--- config.mk ---
export PLATFORM = sky130hd
export DESIGN_NAME = i2c_rate_core
export DESIGN_NICKNAME = d
export VERILOG_FILES = /design/src/i2c_rate_pkg.sv /design/src/i2c_rate_core.sv
export VERILOG_INCLUDE_DIRS = /design/src
export SDC_FILE = /design/constraint.sdc
export NUM_CORES = 1
export LEC_CHECK = 0
export ABC_AREA = 1
export BUFFER_PORTS_ARGS = -buffer_cell sky130_fd_sc_hd__buf_2
export CAP_MARGIN = 40
export CORE_MARGIN = 5
export CORE_UTILIZATION = 50
export DETAILED_ROUTE_END_ITERATION = 7
export HOLD_SLACK_MARGIN = 0.05
export PLACE_DENSITY_LB_ADDON = 0.25
export SLEW_MARGIN = 20
export SYNTH_ARGS = -nofsm -noshare
export SYNTH_HDL_FRONTEND = slang
export SYNTH_SLANG_ARGS = --single-unit
--- constraint.sdc ---
create_clock -name clock_in -period 4.4 [get_ports clock_in]
set_input_delay 0.22 -clock clock_in [delete_from_list [all_inputs] [get_ports clock_in]]
set_output_delay 0.22 -clock clock_in [all_outputs]
set_load 0.02 [all_outputs]
--- src/i2c_rate_cfg.svh ---
`ifndef I2C_RATE_CFG_SVH
`define I2C_RATE_CFG_SVH
`define OFS_OWN_SLAVE_ADDRESS 3'h0
`define OFS_BIT_RATE_DIVIDER 3'h1
`define OFS_BUS_COMMAND 3'h2
`define OFS_BUS_STATUS 3'h3
`define RST_OWN_SLAVE_ADDRESS 8'h00
`define RST_BIT_RATE_DIVIDER 8'h00
`define RATE_MULTIPLIER_SEL_MSB 7
`define RATE_MULTIPLIER_SEL_LSB 6
`define CODE_MSB 5
`define CMD_START 0
`define CMD_STOP 1
`define CMD_BIT 2
`define CMD_BIT_VALUE 3
`define ST_BUSY 0
`define ST_RX_BIT 1
`define ST_MATCH7 2
`define ST_MATCH10 3
`define ST_FRAME 4
`define TEN_BIT_PREFIX 5'h1E
`define BITS_PER_SLOT 4'h9
`endif

--- src/i2c_rate_pkg.sv ---
package i2c_rate_pkg;
  typedef enum logic [3:0] {
    st_idle,
    st_start,
    st_park,
    st_bit_lo,
    st_bit_hi,
    st_stop_lo,
    st_stop_hi,
    st_rs_lo,
    st_rs_hi
  } engine_state_t;
  typedef struct packed {
    logic [7:0] divider;
    logic [7:0] sda_hold;
    logic [7:0] start_hold;
    logic [7:0] stop_hold;
  } rate_entry_t;
endpackage

--- src/i2c_rate_core.sv ---
`timescale 1ns/1ns
`include "i2c_rate_cfg.svh"
module i2c_rate_core
  import i2c_rate_pkg::*;
#(
  parameter int CNT_W = 12
)
(
  input wire logic clock_in,
  input wire logic rst_b_in,
  input wire logic [2:0] addr_in,
  input wire logic [7:0] wdata_in,
  input wire logic wr_in,
  input wire logic rd_in,
  output logic [7:0] rdata_out,
  input wire logic scl_in,
  output logic scl_out,
  output logic scl_oe_out,
  input wire logic sda_in,
  output logic sda_out,
  output logic sda_oe_out
);
  logic [7:0] own_slave_address;
  logic [7:0] bit_rate_divider;
  logic [7:0] next_own_slave_address;
  logic [7:0] next_bit_rate_divider;
  logic [7:0] next_rdata;
  logic scl_meta, scl_sync, scl_prev;
  logic sda_meta, sda_sync, sda_prev;
  engine_state_t state, next_state;
  logic [CNT_W-1:0] tcnt, next_tcnt;
  logic scl_drv, next_scl_drv;
  logic sda_drv, next_sda_drv;
  logic tx_bit, next_tx_bit;
  logic rx_bit, next_rx_bit;
  logic frame, next_frame;
  logic [3:0] bit_cnt, next_bit_cnt;
  logic [7:0] shift, next_shift;
  logic first_byte, next_first_byte;
  logic ten_pending, next_ten_pending;
  logic match7, next_match7;
  logic match10, next_match10;
  logic [1:0] rate_multiplier_sel;
  logic [5:0] clock_rate_code;
  logic [1:0] mul_shift;
  rate_entry_t entry;
  logic [CNT_W-1:0] period, lo_cnt, hi_cnt, sda_cnt, start_cnt, stop_cnt;
  logic cmd_start, cmd_stop, cmd_bit;

  // Code 1F and all codes above it fall back to one default entry, slower than code 1E, so no code is left undefined.
  function automatic rate_entry_t rate_lookup(input logic [5:0] code);
    rate_entry_t e;
    e = '{8'hF0, 8'h21, 8'h76, 8'h79};
    unique case (code)
      6'h00: e = '{8'h14, 8'h07, 8'h06, 8'h0B};
      6'h01: e = '{8'h16, 8'h07, 8'h07, 8'h0C};
      6'h02: e = '{8'h18, 8'h08, 8'h08, 8'h0D};
      6'h03: e = '{8'h1A, 8'h08, 8'h09, 8'h0E};
      6'h04: e = '{8'h1C, 8'h09, 8'h0A, 8'h0F};
      6'h05: e = '{8'h1E, 8'h09, 8'h0B, 8'h10};
      6'h06: e = '{8'h22, 8'h0A, 8'h0D, 8'h12};
      6'h07: e = '{8'h28, 8'h0A, 8'h10, 8'h15};
      6'h08: e = '{8'h1C, 8'h07, 8'h0A, 8'h0F};
      6'h09: e = '{8'h20, 8'h07, 8'h0C, 8'h11};
      6'h0A: e = '{8'h24, 8'h09, 8'h0E, 8'h13};
      6'h0B: e = '{8'h28, 8'h09, 8'h10, 8'h15};
      6'h0C: e = '{8'h2C, 8'h0B, 8'h12, 8'h17};
      6'h0D: e = '{8'h30, 8'h0B, 8'h14, 8'h19};
      6'h0E: e = '{8'h38, 8'h0D, 8'h18, 8'h1D};
      6'h0F: e = '{8'h44, 8'h0D, 8'h1E, 8'h23};
      6'h10: e = '{8'h30, 8'h09, 8'h12, 8'h19};
      6'h11: e = '{8'h38, 8'h09, 8'h16, 8'h1D};
      6'h12: e = '{8'h40, 8'h0D, 8'h1A, 8'h21};
      6'h13: e = '{8'h48, 8'h0D, 8'h1E, 8'h25};
      6'h14: e = '{8'h50, 8'h11, 8'h22, 8'h29};
      6'h15: e = '{8'h58, 8'h11, 8'h26, 8'h2D};
      6'h16: e = '{8'h68, 8'h15, 8'h2E, 8'h35};
      6'h17: e = '{8'h80, 8'h15, 8'h3A, 8'h41};
      6'h18: e = '{8'h50, 8'h09, 8'h26, 8'h29};
      6'h19: e = '{8'h60, 8'h09, 8'h2E, 8'h31};
      6'h1A: e = '{8'h70, 8'h11, 8'h36, 8'h39};
      6'h1B: e = '{8'h80, 8'h11, 8'h3E, 8'h41};
      6'h1C: e = '{8'h90, 8'h19, 8'h46, 8'h49};
      6'h1D: e = '{8'hA0, 8'h19, 8'h4E, 8'h51};
      6'h1E: e = '{8'hC0, 8'h21, 8'h5E, 8'h61};
      default: e = '{8'hF0, 8'h21, 8'h76, 8'h79};
    endcase
    return e;
  endfunction

  assign rate_multiplier_sel = bit_rate_divider[`RATE_MULTIPLIER_SEL_MSB:`RATE_MULTIPLIER_SEL_LSB];
  assign clock_rate_code = bit_rate_divider[`CODE_MSB:0];
  // The reserved multiplier code runs at factor 1 rather than an undefined rate.
  assign mul_shift = (rate_multiplier_sel == 2'h3) ? 2'h0 : rate_multiplier_sel;
  assign entry = rate_lookup(clock_rate_code);
  assign period = CNT_W'({4'h0, entry.divider} << mul_shift);
  assign lo_cnt = period >> 1;
  assign hi_cnt = period - lo_cnt;
  assign sda_cnt = CNT_W'({4'h0, entry.sda_hold} << mul_shift);
  assign start_cnt = CNT_W'({4'h0, entry.start_hold} << mul_shift);
  assign stop_cnt = CNT_W'({4'h0, entry.stop_hold} << mul_shift);

  assign cmd_start = wr_in && addr_in == `OFS_BUS_COMMAND && wdata_in[`CMD_START];
  assign cmd_stop = wr_in && addr_in == `OFS_BUS_COMMAND && wdata_in[`CMD_STOP];
  assign cmd_bit = wr_in && addr_in == `OFS_BUS_COMMAND && wdata_in[`CMD_BIT];

  always_comb
  begin
    next_own_slave_address = own_slave_address;
    next_bit_rate_divider = bit_rate_divider;
    next_rdata = 8'h00;
    if (wr_in && addr_in == `OFS_OWN_SLAVE_ADDRESS)
    begin
      next_own_slave_address = {wdata_in[7:1], 1'b0};
    end
    if (wr_in && addr_in == `OFS_BIT_RATE_DIVIDER)
    begin
      next_bit_rate_divider = wdata_in;
    end
    if (rd_in)
    begin
      unique case (addr_in)
        `OFS_OWN_SLAVE_ADDRESS: next_rdata = {own_slave_address[7:1], 1'b0};
        `OFS_BIT_RATE_DIVIDER: next_rdata = bit_rate_divider;
        `OFS_BUS_STATUS: next_rdata = {3'h0, frame, match10, match7, rx_bit,
                                       state != st_idle && state != st_park};
        default: next_rdata = 8'h00;
      endcase
    end
  end

  // Commands arriving while a timed phase runs are dropped; software polls busy first.
  always_comb
  begin
    next_state = state;
    next_tcnt = tcnt + CNT_W'(1);
    next_scl_drv = scl_drv;
    next_sda_drv = sda_drv;
    next_tx_bit = tx_bit;
    next_rx_bit = rx_bit;
    unique case (state)
      st_idle:
      begin
        next_tcnt = '0;
        if (cmd_start && scl_sync && sda_sync)
        begin
          next_sda_drv = 1'b1;
          next_state = st_start;
        end
      end
      st_start:
      begin
        if (tcnt == start_cnt - CNT_W'(1))
        begin
          next_scl_drv = 1'b1;
          next_state = st_park;
        end
      end
      st_park:
      begin
        next_tcnt = '0;
        if (cmd_bit)
        begin
          next_tx_bit = wdata_in[`CMD_BIT_VALUE];
          next_state = st_bit_lo;
        end
        else if (cmd_stop)
        begin
          next_state = st_stop_lo;
        end
        else if (cmd_start)
        begin
          next_state = st_rs_lo;
        end
      end
      st_bit_lo, st_stop_lo, st_rs_lo:
      begin
        if (tcnt == sda_cnt - CNT_W'(1))
        begin
          next_sda_drv = (state == st_bit_lo) ? !tx_bit : (state == st_stop_lo);
        end
        if (tcnt == lo_cnt - CNT_W'(1))
        begin
          next_scl_drv = 1'b0;
          next_tcnt = '0;
          next_state = (state == st_bit_lo) ? st_bit_hi :
                       (state == st_stop_lo) ? st_stop_hi : st_rs_hi;
        end
      end
      default:
      begin
        // A party stretching the clock holds the count at zero until the line is high.
        if (!scl_sync)
        begin
          next_tcnt = '0;
        end
        else if (state == st_bit_hi)
        begin
          if (tcnt == '0)
          begin
            next_rx_bit = sda_sync;
          end
          if (tcnt == hi_cnt - CNT_W'(1))
          begin
            next_scl_drv = 1'b1;
            next_state = st_park;
          end
        end
        else if (state == st_stop_hi)
        begin
          if (tcnt == stop_cnt - CNT_W'(1))
          begin
            next_sda_drv = 1'b0;
            next_state = st_idle;
          end
        end
        else if (tcnt == hi_cnt - CNT_W'(1))
        begin
          next_sda_drv = 1'b1;
          next_tcnt = '0;
          next_state = st_start;
        end
      end
    endcase
  end

  // Watches every frame, our own included, and compares the addressing bytes.
  always_comb
  begin
    next_frame = frame;
    next_bit_cnt = bit_cnt;
    next_shift = shift;
    next_first_byte = first_byte;
    next_ten_pending = ten_pending;
    next_match7 = match7;
    next_match10 = match10;
    if (scl_sync && sda_prev && !sda_sync)
    begin
      next_frame = 1'b1;
      next_bit_cnt = 4'h0;
      next_first_byte = 1'b1;
      next_ten_pending = 1'b0;
      next_match7 = 1'b0;
      next_match10 = 1'b0;
    end
    else if (scl_sync && !sda_prev && sda_sync)
    begin
      next_frame = 1'b0;
    end
    else if (frame && !scl_prev && scl_sync)
    begin
      next_bit_cnt = (bit_cnt == `BITS_PER_SLOT - 4'h1) ? 4'h0 : bit_cnt + 4'h1;
      if (bit_cnt < 4'h8)
      begin
        next_shift = {shift[6:0], sda_sync};
      end
      if (bit_cnt == 4'h8)
      begin
        next_first_byte = 1'b0;
        next_ten_pending = 1'b0;
        if (first_byte)
        begin
          next_match7 = shift[7:1] == own_slave_address[7:1];
          next_ten_pending = shift[7:3] == `TEN_BIT_PREFIX;
        end
        else if (ten_pending)
        begin
          next_match10 = shift[6:0] == own_slave_address[7:1];
        end
      end
    end
  end

  always_ff @(posedge clock_in)
  begin
    if (!rst_b_in)
    begin
      own_slave_address <= `RST_OWN_SLAVE_ADDRESS;
      bit_rate_divider <= `RST_BIT_RATE_DIVIDER;
      rdata_out <= 8'h00;
      scl_meta <= 1'b1;
      scl_sync <= 1'b1;
      scl_prev <= 1'b1;
      sda_meta <= 1'b1;
      sda_sync <= 1'b1;
      sda_prev <= 1'b1;
      state <= st_idle;
      tcnt <= '0;
      scl_drv <= 1'b0;
      sda_drv <= 1'b0;
      tx_bit <= 1'b0;
      rx_bit <= 1'b0;
      frame <= 1'b0;
      bit_cnt <= 4'h0;
      shift <= 8'h00;
      first_byte <= 1'b0;
      ten_pending <= 1'b0;
      match7 <= 1'b0;
      match10 <= 1'b0;
      scl_out <= 1'b0;
      sda_out <= 1'b0;
      scl_oe_out <= 1'b0;
      sda_oe_out <= 1'b0;
    end
    else
    begin
      own_slave_address <= next_own_slave_address;
      bit_rate_divider <= next_bit_rate_divider;
      rdata_out <= next_rdata;
      scl_meta <= scl_in;
      scl_sync <= scl_meta;
      scl_prev <= scl_sync;
      sda_meta <= sda_in;
      sda_sync <= sda_meta;
      sda_prev <= sda_sync;
      state <= next_state;
      tcnt <= next_tcnt;
      scl_drv <= next_scl_drv;
      sda_drv <= next_sda_drv;
      tx_bit <= next_tx_bit;
      rx_bit <= next_rx_bit;
      frame <= next_frame;
      bit_cnt <= next_bit_cnt;
      shift <= next_shift;
      first_byte <= next_first_byte;
      ten_pending <= next_ten_pending;
      match7 <= next_match7;
      match10 <= next_match10;
      scl_out <= 1'b0;
      sda_out <= 1'b0;
      scl_oe_out <= next_scl_drv;
      sda_oe_out <= next_sda_drv;
    end
  end

  a_addr_bit_zero: assert property (@(posedge clock_in) disable iff (!rst_b_in)
    rd_in && addr_in == `OFS_OWN_SLAVE_ADDRESS |=> rdata_out[0] == 1'b0)
    else $error("Address register bit 0 read back as one.");
  a_addr_write_kept: assert property (@(posedge clock_in) disable iff (!rst_b_in)
    wr_in && addr_in == `OFS_OWN_SLAVE_ADDRESS |=>
      own_slave_address == {$past(wdata_in[7:1]), 1'b0})
    else $error("Own address field not stored from a write.");
  a_start_hold_len: assert property (@(posedge clock_in) disable iff (!rst_b_in)
    state == st_start && next_state == st_park |-> tcnt == start_cnt - CNT_W'(1) && sda_drv)
    else $error("Clock lowered at the wrong start hold count.");
  a_stop_hold_len: assert property (@(posedge clock_in) disable iff (!rst_b_in)
    state == st_stop_hi && next_state == st_idle |-> tcnt == stop_cnt - CNT_W'(1) && scl_sync)
    else $error("Data released at the wrong stop hold count.");
  a_data_hold_len: assert property (@(posedge clock_in) disable iff (!rst_b_in)
    state == st_bit_lo && next_sda_drv != sda_drv |-> tcnt == sda_cnt - CNT_W'(1))
    else $error("Data changed before the hold count elapsed.");
  a_bit_period_sum: assert property (@(posedge clock_in) disable iff (!rst_b_in)
    state == st_bit_hi && next_state == st_park |-> tcnt == hi_cnt - CNT_W'(1)
      && lo_cnt + hi_cnt == CNT_W'({4'h0, entry.divider} << mul_shift))
    else $error("High phase length does not match the bit period.");
  a_park_clock_low: assert property (@(posedge clock_in) disable iff (!rst_b_in)
    state == st_park ##1 state == st_park |-> scl_oe_out && !scl_out)
    else $error("Clock not held low while parked.");
  a_match_seven: assert property (@(posedge clock_in) disable iff (!rst_b_in)
    $rose(match7) |-> $past(shift[7:1]) == own_slave_address[7:1])
    else $error("Seven-bit match raised on a foreign address.");
  a_table_code_zero: assert property (@(posedge clock_in) disable iff (!rst_b_in)
    clock_rate_code == 6'h00 && rate_multiplier_sel == 2'h1 |->
      period == CNT_W'(40) && sda_cnt == CNT_W'(14) && stop_cnt == CNT_W'(22))
    else $error("Code zero scaled entry is wrong.");
endmodule

==> results of run 1 <==
[path summary, 6_finish.rpt]
kind                        from       end  slack [ns]  depth (start not counted)
max reg2reg  bit_rate_divider[6]  state[1]        0.75                         17
min reg2reg             sda_meta  sda_sync        0.41                          1
max          bit_rate_divider[6]  state[1]        0.75                         17
min                       scl_in  scl_meta        0.07                          2
[routing by layer]
metal,vias to the layer above,part of all wire [%],global-route usage [%]
met5,-,0,0
met4,0,2.4,6.96
met3,35,5.3,3.58
met2,206,43,35.4
met1,3252,49,33.9
li1,3776,-,-
[logic make-up after synthesis]
family / Yosys count
DFF: 90
adders and majority gates: 38
AOI/OAI and AO/OA: 123
buffers and inverters: 179
and+or+nand+nor: 689
other: 2
xor gates and xnor gates: 55
[cells in the final DEF, fill, tap and decap left out, drive strengths merged, types with 25 or more instances in the layout]
master,instances
nor3,25
o21ai,50
nand2,345
inv,139
nand3,109
xor2,40
ha,37
buf,35
nand4,26
nor2,160
a21oi,46
dfxtp,90
[area by class of cell]
type                            count  area share [%]
Multi-Input combinational cell    910            60.8
Tap cell                          184            2.93
Inverter                          144            6.91
Sequential cell                    90            23.0
Clock inverter                      6           0.941
Clock buffer                       10            2.92
Timing Repair Buffer               35            2.52
[power by group]
part	total (mW)	internal [mW]	leakage (nW)	switching, mW
registers	0.906	0.860	0.731	0.0460
clock network	0.783	0.447	0.141	0.336
logic	0.875	0.306	3.02	0.569
==> results.cfg, run 1 <==
[clock_tree]
htreeDepth = 3
cts_sinks = 90
cts_tree = done
ctsRootBufferMaster = clkbuf_16
post-cts-setup-buffer-count = 0
cts_resized = 0
cts_buffer_depth = 2
clk_latency_ns = 0.35
clkTransAtPathRegs_ns = 0.07
numCtsBuffers = 9
cts_hold_buf = 0

[critical_path]
start_kind = register
cp_data_arrival_time_ns = 3.94
worstSetupPathType = register to register
critPathBufInv = 1
slowest_delay_ns = 0.51
cp_cell_sequence = inv_2, nor2_4, nand2_1, o21ai_0, nand2_1, ha_1, fa_1, xnor2_1, xor2_1, or3b_1, nor2_1, nand2_1, nand3_1, nand4_4, nand2_1, nand2_1, nor2_1
end_kind = register
critPathTopFamily = simple AND/OR/NAND/NOR gates
required_ns = 4.69
slowest_stage = fa_1
crit_path_frequent_cell = nand2_1
cp_max_fo = 13

[route]
drtAntennaViolNets = 0
vias = 7269
firstDrtPassIters = 7
drc_errors = 0
drt_iter0_drc = 722
vias_per_cell = 5.27
drt_wl_total_mm = 19.2
wire_per_inst_microns = 13.9

[sta]
fin_crit_sh_pct = 82.9
fin_crit_ns = 3.65
setup_viol = 0
worstMarginPinSlew_ns = 0.855
clock_skew_ns = 0.00838
rsz0062_at_grt = false
timing.final.ws_setup_ns = 0.750
finalSetupTns_ns = 0
hold-worst-slack_ns = 0.0671
hold_viol = 0
relSlewSlack_pct = 42.6
fmax_mhz = 274
slew_viol_final = 0

[synthesis]
postSynthAreaPerCell_sq_um = 6.20
synth_mux_area_share_pct = 0
yosysWarnings = 0
synth_compound_area_share_pct = 9.78
synthTopCellsByCount = nand2_1 (334), nor2_1 (150), inv_1 (133)
ys_ff_latch = 90
synth_top_family_by_area = simple AND/OR/NAND/NOR gates
synthAdderAreaFrac_pct = 6.62
post_synth_num_cell_types = 59
synthFlopType = dfxtp_1
synth_edf_count = 0
synthTopCellsByArea = dfxtp_1 (25%), nand2_1 (17%), nor2_1 (7.7%)
synth_top_area_share_pct = 24.7
seq_area_frac_synth_pct = 24.7
synth-xor-area-share_pct = 6.79
syn-cell-area_sq_mm = 0.00729
async_flop_share_pct = 0
synthCells = 1176
yosysMostFrequentCell = nand2_1
synthSimpleGateAreaFrac_pct = 42.0
synth_area_leader_cell = dfxtp_1

[finish]
finalNonFillerCells = 1379
final_area_sq_mm = 0.00785
syn_to_final_growth_pct = 7.55
n_antenna_cell = 0
multi_input_area_sq_mm = 0.00477
drive_gt1_share_pct = 8.12
fin_util_pct = 54.4
seqCellArea_sq_mm = 0.00180
fin_nets = 1245
fillers = 1480

[floorplan]
fp.dieH_microns = 131
die_width_microns = 131
io_pins = 29
die-area_sq_mm = 0.0171
core-area_sq_mm = 0.0144
rows = 44
initial_core_util_pct = 50.6

[place]
place_area_sq_mm = 0.00754
port_buffers = 26
place_congestion = 0.958
hpwl_mm = 15.1
pre_cts_ws_ns = 0.756
dpl.cell_count = 1363

[power_and_ir_drop]
ir_drop_uv = 194
p_total_mw = 2.56
power.leakage_nw = 3.89
powerDensity_mw_per_mm2 = 327

[global_route]
grt_pass1_vias = 6329
antenna_found_initial = 0
grt_first_pass_wirelength_mm = 31.7
track_usage_pct = 23.2
grt_overflow = 0
grt_max_degree = 27

[worst_hold_path]
hold_class = input pin to register

[status]
status = completed

[flow_run]
cap_violations = 0
Power figures use the tool's default switching activity.
==> run 2, diff against run 1 <==
- clock period: 4.4 -> 3.2 ns (I/O delays scaled with it)
==> results.cfg, run 2 (synthesized netlist as in run 1, its figures left out) <==
[status]
status = completed

[critical_path]
timing.rr.end = tcnt[6]
cp_max_fo = 7
rr_worst_depth = 20
end_kind = register
cp-endpoint = tcnt[6]
worstSetupPathType = register to register
r2r-start = bit_rate_divider[6]
regToRegSetupSlack_ns = 0.10
required_ns = 3.44
critPathLaunch = bit_rate_divider[6]
start_kind = register
cp_data_arrival_time_ns = 3.34

[sta]
rsz0062_at_grt = true
fin_crit_sh_pct = 96.9
fmax_mhz = 323
hold-worst-slack_ns = 0.0889
setup_viol = 0
finalSetupTns_ns = 0
fin_crit_ns = 3.10
slew_viol_final = 0
clock_skew_ns = 0.0100
hold_viol = 0

[floorplan]
io_pins = 29
die_width_microns = 131
core-area_sq_mm = 0.0144
die-area_sq_mm = 0.0171
rows = 44
initial_core_util_pct = 50.6
fp.dieH_microns = 131

[clock_tree]
htreeDepth = 3
cts_sinks = 90
cts_tree = done
ctsRootBufferMaster = clkbuf_16
clk_latency_ns = 0.35
numCtsBuffers = 9
clkTransAtPathRegs_ns = 0.08
cts_buffer_depth = 2

[power_and_ir_drop]
p_int_mw = 2.28
ir_drop_uv = 416
switching_share_pct = 39.1
powerDensity_mw_per_mm2 = 441
p_clk_share_pct = 28.2
pwr-share-seq_pct = 33.3
combPwrFrac_pct = 38.5
power.leakage_nw = 4.14
switchingPower_mw = 1.46

[place]
hpwl_mm = 15.7
place_congestion = 0.924
port_buffers = 26
dpl.cell_count = 1391

[global_route]
grt_first_pass_wirelength_mm = 32.9
grt_max_degree = 20
grt_pass1_vias = 6748
track_usage_pct = 24.1
grt_overflow = 0
antenna_found_initial = 0

[finish]
mostFrequentLayoutCell = nand2_1
fin_util_pct = 58.9
syn_to_final_growth_pct = 16.5
layout_common_cells = nand2_1 (318), nor2_1 (145), inv_1 (122)
finalNonFillerCells = 1420
fin_nets = 1286
n_antenna_cell = 0
drive_gt1_share_pct = 16.3

[route]
vias = 7516
drc_errors = 0
vias_per_cell = 5.29
drt_iter0_drc = 554
firstDrtPassIters = 5
drtAntennaViolNets = 0
drt_wl_total_mm = 20.7
wire_per_inst_microns = 14.5

[flow_run]
cap_violations = 0

[worst_hold_path]
hold_class = input pin to register
==> run 2: worst min-delay path by stage <==
| stage | endpoint | depth (start not counted) | slack (ns) | from |
|---|---|---|---|---|
| 2_1_floorplan | scl_meta | 1 | 0.27 | scl_in |
| 3_3_place_gp | scl_meta | 2 | 0.35 | scl_in |
| 3_5_place_dp | scl_meta | 2 | 0.36 | scl_in |
| 4_1_cts | own_slave_address[6] | 3 | 0.08 | wdata_in[6] |
| 5_1_grt | own_slave_address[6] | 3 | 0.11 | wdata_in[6] |
| 6_report | own_slave_address[6] | 3 | 0.09 | wdata_in[6] |
==> run 2: power by group through the flow <==
stage                     combinational, mW  sequential (mW)  clock (mW)
after CTS                              1.27             1.25        1.07
after global routing                   1.61             1.26        1.13
after global placement                 1.21             1.27           0
after floorplan                       0.955             1.25           0
after detailed placement               1.22             1.27           0
final                                  1.44             1.25        1.06
==> run 2: cell type report <==
cell class / instances / area (sq um)
clock buffer: 9 / 225
clock inverter: 7 / 81.3
inverter: 144 / 554
fill: 1408 / 5920
sequential: 90 / 1810
tap: 184 / 230
multi-input combinational: 910 / 5080
timing repair buffer: 76 / 518
==> run 2: stage by stage <==
step	power, mW	setup slack (ns)	instance area, sq um
2_1_floorplan	2.20	0.0342	7310
3_3_place_gp	2.48	0.0330	7760
3_5_place_dp	2.49	-0.0680	7760
4_1_cts	3.58	0.00510	8140
5_1_grt	4.00	-0.144	8500
6_report	3.75	0.100	8500
==> run 2: per-layer routing <==
layer | track usage (%) | up-vias | wire length (microns)
li1 | - | 3865 | -
met1 | 34.4 | 3395 | 9670
met2 | 37.7 | 215 | 9290
met3 | 3.86 | 41 | 1250
met4 | 6.84 | 0 | 442
met5 | 0 | - | 0
==> run 2: timing repair <==
action                                  4_1_cts  5_1_grt
gates cloned                                  1        0
endpoints found under the hold margin         2        0
endpoints found under the setup margin       17       18
hold buffers                                  2        0
pin swaps                                     7       38
setup buffers                                 1       10
gates resized for setup                      17       76
==> run 2: worst max-delay path: stages, from the launching register on <==
cell      delay (ns)
dfxtp_2         0.36
clkinv_4        0.08
nor2_4          0.23
buf_6           0.15
nand2_2         0.04
o21ai_1         0.06
nand2_1         0.09
nand2_4         0.17
ha_4            0.25
inv_4           0.07
nand2_4         0.06
nor3_4          0.18
nand2_1         0.07
nand2_1         0.06
xor2_1          0.21
nand4_1         0.12
nor2_1          0.12
nand4_1         0.16
o211ai_1        0.26
buf_4           0.19
nor3_1          0.05
==> run 3, diff against run 2 <==
- CORE_MARGIN: 5 -> 4
- CTS_CLUSTER_DIAMETER: default -> 40
==> results.cfg, run 3 (synthesized netlist as in run 1, its figures left out) <==
[status]
status = completed

[floorplan]
fp.dieH_microns = 129
die_width_microns = 129
io_pins = 29
core-area_sq_mm = 0.0141
die-area_sq_mm = 0.0166
initial_core_util_pct = 51.7
rows = 43

[route]
drt_wl_total_mm = 20.7
firstDrtPassIters = 5
drt_iter0_drc = 712
wire_per_inst_microns = 14.4
drc_errors = 0
vias = 7651
vias_per_cell = 5.34
drtAntennaViolNets = 0

[sta]
hold_viol = 0
slew_viol_final = 0
fin_crit_sh_pct = 99.9
fmax_mhz = 313
rsz0062_at_grt = true
setup_viol = 0
clock_skew_ns = 0.0108
timing.final.ws_setup_ns = 0.00217
relSlewSlack_pct = 59.9
worstMarginPinSlew_ns = 0.597
finalSetupTns_ns = 0
fin_crit_ns = 3.20

[critical_path]
end_kind = register
start_kind = register
worstSetupPathType = register to register
cp_max_fo = 6
required_ns = 3.43
cp_cell_sequence = buf_6, or2_4, o211ai_1, nand2_2, inv_4, ha_4, inv_4, nand2_4, nor3_4, nand2_1, nand2_2, xor2_2, nand4_1, nor2_1, nand4_1, o211ai_1, buf_4, nor3b_1
slowest_stage = dfxtp_2
slowest_delay_ns = 0.33
cp_data_arrival_time_ns = 3.43

[clock_tree]
htreeDepth = 3
cts_sinks = 90
numCtsBuffers = 9
clk_latency_ns = 0.35
cts_buffer_depth = 2
ctsRootBufferMaster = clkbuf_16
cts_tree = done
clkTransAtPathRegs_ns = 0.08

[global_route]
grt_max_degree = 20
grt_pass1_vias = 6964
grt_first_pass_wirelength_mm = 33.6
antenna_found_initial = 0
track_usage_pct = 24.8
grt_overflow = 0

[finish]
seqCellArea_sq_mm = 0.00181
drive_gt1_share_pct = 17.1
mostFrequentLayoutCell = nand2_1
final_area_sq_mm = 0.00862
n_antenna_cell = 0
layout_common_cells = nand2_1 (320), nor2_1 (144), inv_1 (124)
fillers = 1355
fin_util_pct = 61.2
syn_to_final_growth_pct = 18.2
multi_input_area_sq_mm = 0.00508
fin_nets = 1303

[place]
port_buffers = 26
place_congestion = 0.920
hpwl_mm = 15.8
pre_cts_ws_ns = -0.131
place_area_sq_mm = 0.00780

[power_and_ir_drop]
p_int_mw = 2.30
switchingPower_mw = 1.48
ir_drop_uv = 305
p_clk_share_pct = 28.3
p_total_mw = 3.77
combPwrFrac_pct = 38.7
powerDensity_mw_per_mm2 = 438
power.leakage_nw = 4.23
switching_share_pct = 39.1
pwr-share-seq_pct = 32.9

[worst_hold_path]
hold_class = input pin to register

[flow_run]
cap_violations = 0
-- run 3: per-layer routing --
layer  GRT usage [%]  share of wire (%)
met3            4.15                5.8
met2            39.5                 44
met4            6.42                2.1
met5               0                  0
met1            34.7                 48
-- run 3: final timing paths --
| path | slack [ns] | end | from | depth (start not counted) |
|---|---|---|---|---|
| worst max-delay path | 0.002 | tcnt[2] | bit_rate_divider[5] | 18 |
| worst min-delay path | 0.1 | own_slave_address[4] | wdata_in[4] | 3 |
| worst max register to register | 0.002 | tcnt[2] | bit_rate_divider[5] | 18 |
| worst min register to register | 0.41 | scl_sync | scl_meta | 1 |
-- run 3: power by group through the flow --
stage	registers (mW)	clock network (mW)	logic [mW]
detailed placement	1.27	0	1.23
floorplan	1.25	0	0.955
global placement	1.27	0	1.21
CTS	1.24	1.08	1.28
finish	1.24	1.07	1.46
global route	1.25	1.13	1.64
-- run 3: worst max-delay path, delay by kind of cell (launching register included) --
kind | cells | cell delay, ns
flops | 1 | 0.33
fa+ha+maj | 1 | 0.22
simple gates | 10 | 1.27
buf+inv | 4 | 0.52
xor+xnor | 1 | 0.16
compound gates | 2 | 0.59
-- run 3: layout make-up --
class	count	share of cell area, %
clock inverter	7	0.885
inverter	144	6.43
multi-input combinational	911	58.9
timing repair buffer	92	7.58
sequential	90	21.0
clock buffer	9	2.61
tap	180	2.61
-- run 3: timing repair --
item	in CTS	in global routing
gates cloned	1	1
gates resized for setup	17	74
hold buffers	2	0
hold endpoints to repair	2	0
endpoints found under the setup margin	18	18
pin swaps	7	34
buffers inserted	9	13
-- run 3: through the flow --
step           std cells  hold WS (ns)
6_report            1433        0.0982
5_1_grt             1433        0.0906
4_1_cts             1421        0.0907
3_5_place_dp        1393         0.352
3_3_place_gp        1393         0.347
2_1_floorplan       1179         0.267
